===== config.mk =====
export PLATFORM = sky130hd
export DESIGN_NAME = pcr_clock_run_top
export DESIGN_NICKNAME = d
export VERILOG_FILES = /design/src/design/pcr_pkg.sv /design/src/design/pcr_intx_if.sv /design/src/design/pcr_intx_track.sv /design/src/design/pcr_clock_run_top.sv
export SDC_FILE = /design/constraint.sdc
export NUM_CORES = 1
export LEC_CHECK = 0
export BUFFER_PORTS_ARGS = -buffer_cell sky130_fd_sc_hd__clkbuf_2
export CAP_MARGIN = 30
export CORE_MARGIN = 2
export CORE_UTILIZATION = 58
export CTS_CLUSTER_DIAMETER = 80
export CTS_CLUSTER_SIZE = 40
export DETAILED_ROUTE_END_ITERATION = 10
export GPL_TIMING_DRIVEN = 0
export HOLD_SLACK_MARGIN = 0.06
export PLACE_DENSITY = 0.82
export SETUP_SLACK_MARGIN = 0.5
export SYNTH_ARGS = -nofsm -noshare
export SYNTH_HDL_FRONTEND = slang
export SYNTH_SLANG_ARGS = --single-unit

===== constraint.sdc =====
create_clock -name clk_i -period 2.9 [get_ports clk_i]
set_input_delay 0.435 -clock clk_i [delete_from_list [all_inputs] [get_ports clk_i]]
set_output_delay 0.435 -clock clk_i [all_outputs]
set_load 0.1 [all_outputs]

===== src/design/pcr_pkg.sv =====
// constants and types for the secondary bus clock-stop controller
package pcr_pkg;
   // ------------------------------------------------------------
   // configuration space
   // ------------------------------------------------------------
   localparam int CFG_AW = 8;
   localparam int CFG_DW = 8;
   localparam logic [CFG_AW-1:0] OFS_BRIDGE_CTRL = 8'h3e;
   localparam logic [CFG_AW-1:0] OFS_CLK_STATUS = 8'hda;
   localparam int BIT_SEC_RST_CTL = 6;
   localparam int BIT_CLK_RUN = 0;
   localparam logic SEC_RST_CTL_RST = 1'b0;
   localparam logic STRAP_RST = 1'b0;
   // ------------------------------------------------------------
   // timing counts, in clk_i cycles
   // ------------------------------------------------------------
   localparam int MIN_RUN_CYC = 512;
   localparam int REL_WAIT_CYC = 8;
   localparam int SYNC_LAT_CYC = 3;
   localparam int CNT_W = 10;
   // ------------------------------------------------------------
   // interrupt lines
   // ------------------------------------------------------------
   localparam int INTX_N = 4;
   localparam int INTX_IW = 2;
   // ------------------------------------------------------------
   // clock-stop states, gray along run-release-stop-restart
   // ------------------------------------------------------------
   typedef enum logic [1:0] {
      ST_RUN = 2'h0,
      ST_REL = 2'h1,
      ST_STOP = 2'h3,
      ST_RESTART = 2'h2
   } pcr_state_e;
endpackage : pcr_pkg


===== src/design/pcr_intx_if.sv =====
// interrupt line levels and upstream message requests
`timescale 1ns/1ns
`default_nettype none
interface pcr_intx_if;
   logic [pcr_pkg::INTX_N-1:0] lines;
   logic msg_valid;
   logic msg_assert;
   logic [pcr_pkg::INTX_IW-1:0] msg_line;
   modport tracker (input lines, output msg_valid, output msg_assert, output msg_line);
   modport ctrl (output lines, input msg_valid, input msg_assert, input msg_line);
endinterface : pcr_intx_if
`default_nettype wire


===== src/design/pcr_intx_track.sv =====
// interrupt line change tracker, one upstream message per change
`timescale 1ns/1ns
`default_nettype none
module pcr_intx_track (
   input wire logic clk_i,
   input wire logic rstn_i,
   pcr_intx_if.tracker trk
);
   import pcr_pkg::*;

   logic [INTX_N-1:0] seen_q;
   logic [INTX_N-1:0] diff;
   logic [INTX_IW-1:0] pick;
   logic valid_q;
   logic assert_q;
   logic [INTX_IW-1:0] line_q;

   // lowest changed line wins; others wait their turn
   function automatic logic [INTX_IW-1:0] first_set(input logic [INTX_N-1:0] v);
      logic [INTX_IW-1:0] r;
      r = '0;
      for (int i = INTX_N - 1; i >= 0; i--) begin
         if (v[i]) begin
            r = INTX_IW'(i);
         end
      end
      return r;
   endfunction : first_set

   assign diff = trk.lines ^ seen_q;
   assign pick = first_set(diff);

   // ------------------------------------------------------------
   // change detection, runs whether or not bus clocks are stopped
   // ------------------------------------------------------------
   always_ff @(posedge clk_i) begin
      if (!rstn_i) begin
         seen_q <= '0;
         valid_q <= 1'b0;
         assert_q <= 1'b0;
         line_q <= '0;
      end else begin
         valid_q <= |diff;
         if (|diff) begin
            seen_q[pick] <= trk.lines[pick];
            assert_q <= trk.lines[pick];
            line_q <= pick;
         end
      end
   end

   assign trk.msg_valid = valid_q;
   assign trk.msg_assert = assert_q;
   assign trk.msg_line = line_q;
endmodule : pcr_intx_track
`default_nettype wire


===== src/design/pcr_clock_run_top.sv =====
// clock-stop central resource master for the secondary pci bus
`timescale 1ns/1ns
`default_nettype none
module pcr_clock_run_top #(
   parameter int MIN_RUN = pcr_pkg::MIN_RUN_CYC,
   parameter int REL_WAIT = pcr_pkg::REL_WAIT_CYC
) (
   input wire logic clk_i,
   input wire logic rstn_i,
   input wire logic clock_stop_protocol_strap_i,
   input wire logic shared_io_pin_zero_i,
   output logic shared_io_pin_zero_o,
   output logic shared_io_pin_zero_oe_o,
   input wire logic gpio_out_i,
   input wire logic gpio_oe_i,
   output logic gpio_in_o,
   input wire logic serialized_irq_pending_i,
   input wire logic ds_txn_req_i,
   output logic ds_txn_go_o,
   input wire logic [pcr_pkg::INTX_N-1:0] intx_n_i,
   output logic intx_msg_valid_o,
   output logic intx_msg_assert_o,
   output logic [pcr_pkg::INTX_IW-1:0] intx_msg_line_o,
   input wire logic [pcr_pkg::CFG_AW-1:0] cfg_addr_i,
   input wire logic cfg_wr_i,
   input wire logic cfg_rd_i,
   input wire logic [pcr_pkg::CFG_DW-1:0] cfg_wdata_i,
   output logic [pcr_pkg::CFG_DW-1:0] cfg_rdata_o,
   output logic cfg_rvalid_o,
   output logic secondary_bus_reset_out_n_o,
   output logic secondary_clock_running_flag_o
);
   import pcr_pkg::*;

   localparam logic [CNT_W-1:0] MIN_LAST = CNT_W'(MIN_RUN - 1);
   localparam logic [CNT_W-1:0] REL_LAST = CNT_W'(REL_WAIT - 1);
   localparam logic [CNT_W-1:0] SYNC_LAT = CNT_W'(SYNC_LAT_CYC);

   pcr_state_e state_q, state_d;
   logic strap_s1_q, strap_q;
   logic pin_s1_q, pin_q;
   logic [INTX_N-1:0] intx_s1_q, intx_s2_q;
   logic sec_rst_ctl_q;
   logic ctl_rst;
   logic [CNT_W-1:0] min_cnt_q;
   logic [CNT_W-1:0] rel_cnt_q;
   logic stop_ok, dev_hold, wake;
   logic clk_run_q;
   logic pin_o_q, pin_oe_q;
   logic ds_go_q;
   logic [CFG_DW-1:0] rdata_q;
   logic rvalid_q;
   logic bus_rst_n_q;
   logic msg_valid_q, msg_assert_q;
   logic [INTX_IW-1:0] msg_line_q;

   pcr_intx_if intx_bus ();

   // ------------------------------------------------------------
   // input synchronisers: strap, pin and interrupt lines
   // ------------------------------------------------------------
   always_ff @(posedge clk_i) begin
      if (!rstn_i) begin
         strap_s1_q <= STRAP_RST;
         strap_q <= STRAP_RST;
         pin_s1_q <= 1'b1;
         pin_q <= 1'b1;
         intx_s1_q <= '1;
         intx_s2_q <= '1;
      end else begin
         strap_s1_q <= clock_stop_protocol_strap_i;
         strap_q <= strap_s1_q;
         pin_s1_q <= shared_io_pin_zero_i;
         pin_q <= pin_s1_q;
         intx_s1_q <= intx_n_i;
         intx_s2_q <= intx_s1_q;
      end
   end

   // ------------------------------------------------------------
   // configuration registers
   // ------------------------------------------------------------
   always_ff @(posedge clk_i) begin
      if (!rstn_i) begin
         sec_rst_ctl_q <= SEC_RST_CTL_RST;
         rdata_q <= '0;
         rvalid_q <= 1'b0;
      end else begin
         if (cfg_wr_i && cfg_addr_i == OFS_BRIDGE_CTRL) begin
            sec_rst_ctl_q <= cfg_wdata_i[BIT_SEC_RST_CTL];
         end
         rvalid_q <= cfg_rd_i;
         rdata_q <= '0;
         if (cfg_rd_i && cfg_addr_i == OFS_CLK_STATUS) begin
            rdata_q[BIT_CLK_RUN] <= clk_run_q;
         end else if (cfg_rd_i && cfg_addr_i == OFS_BRIDGE_CTRL) begin
            rdata_q[BIT_SEC_RST_CTL] <= sec_rst_ctl_q;
         end
      end
   end

   // bus reset pin asserted under global reset and while the bit is set
   always_ff @(posedge clk_i) begin
      if (!rstn_i) begin
         bus_rst_n_q <= 1'b0;
      end else begin
         bus_rst_n_q <= !sec_rst_ctl_q;
      end
   end

   assign ctl_rst = !rstn_i || sec_rst_ctl_q;

   // ------------------------------------------------------------
   // stop and wake decisions
   // ------------------------------------------------------------
   // our own earlier drive echoes through the synchroniser, so the
   // release window ignores the pin for its first few cycles
   assign dev_hold = (rel_cnt_q >= SYNC_LAT) && !pin_q;
   assign stop_ok = strap_q && !ds_txn_req_i && !serialized_irq_pending_i
                    && min_cnt_q == '0 && !ctl_rst;
   assign wake = ds_txn_req_i || serialized_irq_pending_i || !pin_q;

   always_comb begin
      state_d = state_q;
      case (state_q)
         ST_RUN: begin
            if (stop_ok) state_d = ST_REL;
         end
         ST_REL: begin
            if (!stop_ok || dev_hold) begin
               state_d = ST_RUN;
            end else if (rel_cnt_q == REL_LAST) begin
               state_d = ST_STOP;
            end
         end
         ST_STOP: begin
            if (wake) state_d = ST_RESTART;
         end
         ST_RESTART: begin
            state_d = ST_RUN;
         end
         default: begin
            state_d = ST_RUN;
         end
      endcase
      if (ctl_rst || !strap_q) begin
         state_d = ST_RUN;
      end
   end

   // ------------------------------------------------------------
   // state, clock enable and counters
   // ------------------------------------------------------------
   always_ff @(posedge clk_i) begin
      if (ctl_rst) begin
         state_q <= ST_RUN;
         clk_run_q <= 1'b1;
      end else begin
         state_q <= state_d;
         clk_run_q <= state_d != ST_STOP;
      end
   end

   always_ff @(posedge clk_i) begin
      if (ctl_rst) begin
         min_cnt_q <= MIN_LAST;
      end else if (state_q == ST_RESTART || (state_q == ST_REL && dev_hold)) begin
         min_cnt_q <= MIN_LAST;
      end else if (state_q == ST_RUN && min_cnt_q != '0) begin
         min_cnt_q <= min_cnt_q - 1'b1;
      end
   end

   always_ff @(posedge clk_i) begin
      if (ctl_rst || state_q != ST_REL) begin
         rel_cnt_q <= '0;
      end else if (rel_cnt_q != REL_LAST) begin
         rel_cnt_q <= rel_cnt_q + 1'b1;
      end
   end

   // ------------------------------------------------------------
   // pin zero: clock-run open drain or plain general-purpose pin
   // ------------------------------------------------------------
   // drives only low in clock-run mode; watches the pin for another master during release and stop
   always_ff @(posedge clk_i) begin
      if (!rstn_i) begin
         pin_o_q <= 1'b0;
         pin_oe_q <= 1'b0;
         ds_go_q <= 1'b0;
      end else if (strap_q) begin
         pin_o_q <= 1'b0;
         pin_oe_q <= state_d == ST_RUN || state_d == ST_RESTART;
         ds_go_q <= state_d == ST_RUN && ds_txn_req_i;
      end else begin
         pin_o_q <= gpio_out_i;
         pin_oe_q <= gpio_oe_i;
         ds_go_q <= ds_txn_req_i;
      end
   end

   // ------------------------------------------------------------
   // interrupt message tracking
   // ------------------------------------------------------------
   assign intx_bus.lines = ~intx_s2_q;

   pcr_intx_track u_intx (
      .clk_i(clk_i),
      .rstn_i(rstn_i),
      .trk(intx_bus.tracker)
   );

   always_ff @(posedge clk_i) begin
      if (!rstn_i) begin
         msg_valid_q <= 1'b0;
         msg_assert_q <= 1'b0;
         msg_line_q <= '0;
      end else begin
         msg_valid_q <= intx_bus.msg_valid;
         msg_assert_q <= intx_bus.msg_assert;
         msg_line_q <= intx_bus.msg_line;
      end
   end

   assign shared_io_pin_zero_o = pin_o_q;
   assign shared_io_pin_zero_oe_o = pin_oe_q;
   assign gpio_in_o = pin_q;
   assign ds_txn_go_o = ds_go_q;
   assign intx_msg_valid_o = msg_valid_q;
   assign intx_msg_assert_o = msg_assert_q;
   assign intx_msg_line_o = msg_line_q;
   assign cfg_rdata_o = rdata_q;
   assign cfg_rvalid_o = rvalid_q;
   assign secondary_bus_reset_out_n_o = bus_rst_n_q;
   assign secondary_clock_running_flag_o = clk_run_q;
endmodule : pcr_clock_run_top
`default_nettype wire


==> key figures <==
STA
  – Max transition margin: 0.615
  – Setup_tns: 0 ps
  – Worst-Margin Slew: 576 ps
  – Period utilization: 0.702
  – Setup violations, final: 0
  – Fmax: just under 0.5 GHz
  – Hold Violations, Final: 0
  – Max-slew violations: 0
  – Unrepaired setup endpoints after global routing: no
  – Fin crit period: around 2000 ps
  – Clk_skew: between 8 and 9 ps

Drt
  – Antenna Violating Nets Remaining: 0
  – Drt drc: 0
  – Via count: approximately 1900
  – Drt via density: 5.36
  – 1st-pass router iterations: 4
  – Drt total wl: 4390 um
  – 1st-iter DRT viols: 84
  – Routed WL per cell: 12.5 um

Hold path
  – HP Class: in2reg
  – Min-Delay Endpoint: intx_s1_q[0]
  – Hold_sp: intx_n_i[0]
  – WHS Path Cells: 2

GRT
  – GRT Overall Usage: 0.217
  – Number of global-route vias before repair: about 1700
  – Initial antenna violation count: 0
  – First-pass GRT wire length: between 7000 and 8000 um
  – Pin count of the biggest net entering global routing: 16
  – Gr ovfl total: 0

Yosys
  – Ys Warns: 0
  – Mapped Area: between 2000 and 2500 um^2
  – Synthesized area per cell: roughly 9.2 um^2
  – Netlist cell types: 48
  – Post-Syn Instances: ~250
  – Sequential-to-total area share from yosys stat: 0.473
  – Post-synth EDFFs: 0
  – Post-synthesis register bit count: 55
  – Fraction of registers with async set/reset: 0
  – Primary FF master, synth: dfxtp_1

Placement
  – Routability cong.: ~0.88
  – PortBufs: 35
  – Post-Place Cells: 344
  – HPWL after DPL: approximately 3300 um

Die
  – Die height: ~67 um
  – Die Area: ~4500 um^2
  – DIE WIDTH: between 60 and 70 um
  – Total core area: approximately 3900 um^2
  – # rows: 23
  – # IOs: just under 50
  – Initial Utilization: 0.590

Worst setup path
  – Crit-path cells: inv_1, ha_1, or3b_2, o41ai_4, nor3_1, xnor2_1, nand2_1
  – Max incr delay on CP: approximately 530 ps
  – CP startpoint kind: flop
  – Kind of critical path: reg2reg
  – Worst Path Required: 3080 ps
  – FF-to-FF End: min_cnt_q[6]
  – Worst R2R Path Depth: 7
  – Worst reg-to-reg setup slack: a little under 900 ps
  – Crit path max fanout: 6
  – Crit-path slowest cell: or3b_2
  – Critical path capture point type: flop
  – Critical R2R Launch: min_cnt_q[0]
  – WP data arrival: between 2000 and 2500 ps

Power and ir drop
  – Comb power frac: 0.139
  – Power Dens Cells: about 540 nW/um^2
  – Clock power share: 0.313
  – Internal power: 1050 uW
  – Leakage: around 0.0012 uW
  – Register share of total power: 0.549
  – Worst vdd ir: 0.312 mV
  – NetSw: approximately 400 uW
  – Switching share of power: 0.271

Cells and area
  – Most frequent cells in the layout: dfxtp_1, clkbuf_2, nand2_1, nor2_1, nand3_1
  – Non-filler instance count after layout: ~350
  – Commonest non-fill, non-tap cell in the layout: dfxtp_1
  – Syn-to-layout area delta: 15.3%
  – Layout cell share with drive strength beyond 1: 0.185
  – Antenna cell count: 0
  – Nets: 334

Clock tree
  – Htree depth: 2
  – Clk pin slew, worst setup/hold paths: approximately 90 ps
  – Clock latency on the worst-skew pair: a little over 300 ps
  – TritonCTS clock tree: built
  – Num CTS Buffers: 5
  – Clk root buf: clkbuf_8
  – CTS sink cnt: 55
  – Bufs on Longest Clock Path: 2
  – # Post-CTS Setup Buffers: 0
  – CTS resizes: 0
  – CTS Hold Buffers Added: 0

Job
  – Max-cap viol count: 0

Run status
  – Status: completed
-- layout make-up --
type / instances / area (um^2)
well taps: 50 / 62.6
flip-flops and latches: 55 / 1100
clock buffers: 8 / 100
fillers: 316 / 1260
inverters: 6 / 22.5
plain buffers: 18 / 97.6
multi-input cells: 180 / 1120
repair buffers: 35 / 175
-- sequential cells by signal, summed over array words and instances, names as in the netlist, 2 cells and up --
name	flops
intx_s2_q	4
rel_cnt_q	10
min_cnt_q	10
u_intx.seen_q	4
u_intx.trk.msg_line	2
intx_msg_line_o	2
intx_s1_q	4
cfg_rdata_o	2
state_q	2
-- critical path, delay by kind of cell (launching register included) --
| family | cells | cell delay [ps] |
|---|---|---|
| compound gates | 1 | 430 |
| xor+xnor | 1 | 170 |
| buf+inv | 1 | 100 |
| simple gates | 3 | 730 |
| fa+ha+maj | 1 | 150 |
| flops | 1 | 340 |
-- synthesized netlist by cell type (all sizes together), types with 3 or more instances --
| master | n | area, um^2 |
|---|---|---|
| a21oi | 6 | 30.0 |
| a31oi | 4 | 31.3 |
| and2 | 13 | 81.3 |
| and3 | 8 | 55.1 |
| buf | 7 | 56.3 |
| clkbuf | 11 | 41.3 |
| dfxtp | 55 | 1100 |
| ha | 3 | 37.5 |
| inv | 6 | 22.5 |
| nand2 | 24 | 90.1 |
| nand2b | 11 | 68.8 |
| nand3 | 14 | 70.1 |
| nand4 | 6 | 37.5 |
| nor2 | 17 | 63.8 |
| nor2b | 4 | 25.0 |
| nor3 | 9 | 45.0 |
| nor4 | 4 | 40.0 |
| o21ai | 9 | 45.0 |
| o31ai | 3 | 27.5 |
| xnor2 | 5 | 43.8 |
| xor2 | 11 | 96.3 |
-- logic make-up (layout without fill, tap and decap cells) --
group / count (synthesis) / after routing / share of synthesized area
AND/OR/NAND/NOR: 117 / 117 / 0.272
multiplexers: 2 / 2 / 0.00860
flip-flops: 55 / 55 / 0.473
XOR/XNOR: 16 / 16 / 0.0602
buffers and inverters: 24 / 67 / 0.0516
adder cells (fa/ha/maj): 3 / 3 / 0.0161
other: 1 / 6 / 0.00161
AO/OA/AOI/OAI: 36 / 36 / 0.117
-- per-stage QoR --
| step | setup slack [ps] | util | cell area, um^2 | hold WS (ps) | total power (uW) |
|---|---|---|---|---|---|
| 5_1_grt | 692 | 0.681 | 2680 | 307 | 1500 |
| 4_1_cts | 857 | 0.681 | 2680 | 302 | 1450 |
| 3_3_place_gp | 916 | 0.655 | 2580 | 388 | 1010 |
| 6_report | 864 | 0.681 | 2680 | 302 | 1450 |
| 3_5_place_dp | 887 | 0.655 | 2580 | 397 | 1010 |
| 2_1_floorplan | 1040 | - | 2350 | 386 | 971 |
-- routing by layer --
metal | global-route usage | wire length [um]
met1 | 0.243 | 1930
met2 | 0.396 | 2210
met3 | 0.0367 | 147
met4 | 0.102 | 108
met5 | 0 | 0
-- power groups by stage --
stage | Clock (uW) | Combinational, uW | Sequential [uW]
6_report | 452 | 201 | 793
5_1_grt | 484 | 217 | 797
4_1_cts | 458 | 201 | 793
3_5_place_dp | 0 | 201 | 811
3_3_place_gp | 0 | 197 | 810
2_1_floorplan | 0 | 106 | 865
-- how the worst max path moves through the flow --
| stage | startpoint | end | slack (ps) | depth (start not counted) |
|---|---|---|---|---|
| after floorplan | min_cnt_q[0] | min_cnt_q[5] | 1040 | 7 |
| after global placement | min_cnt_q[3] | min_cnt_q[6] | 920 | 6 |
| after detailed placement | min_cnt_q[0] | min_cnt_q[8] | 890 | 7 |
| after CTS | min_cnt_q[0] | min_cnt_q[6] | 860 | 7 |
| after global routing | min_cnt_q[1] | min_cnt_q[6] | 690 | 7 |
| final | min_cnt_q[0] | min_cnt_q[6] | 860 | 7 |
Note: power is estimated with default switching activity, not from simulation.
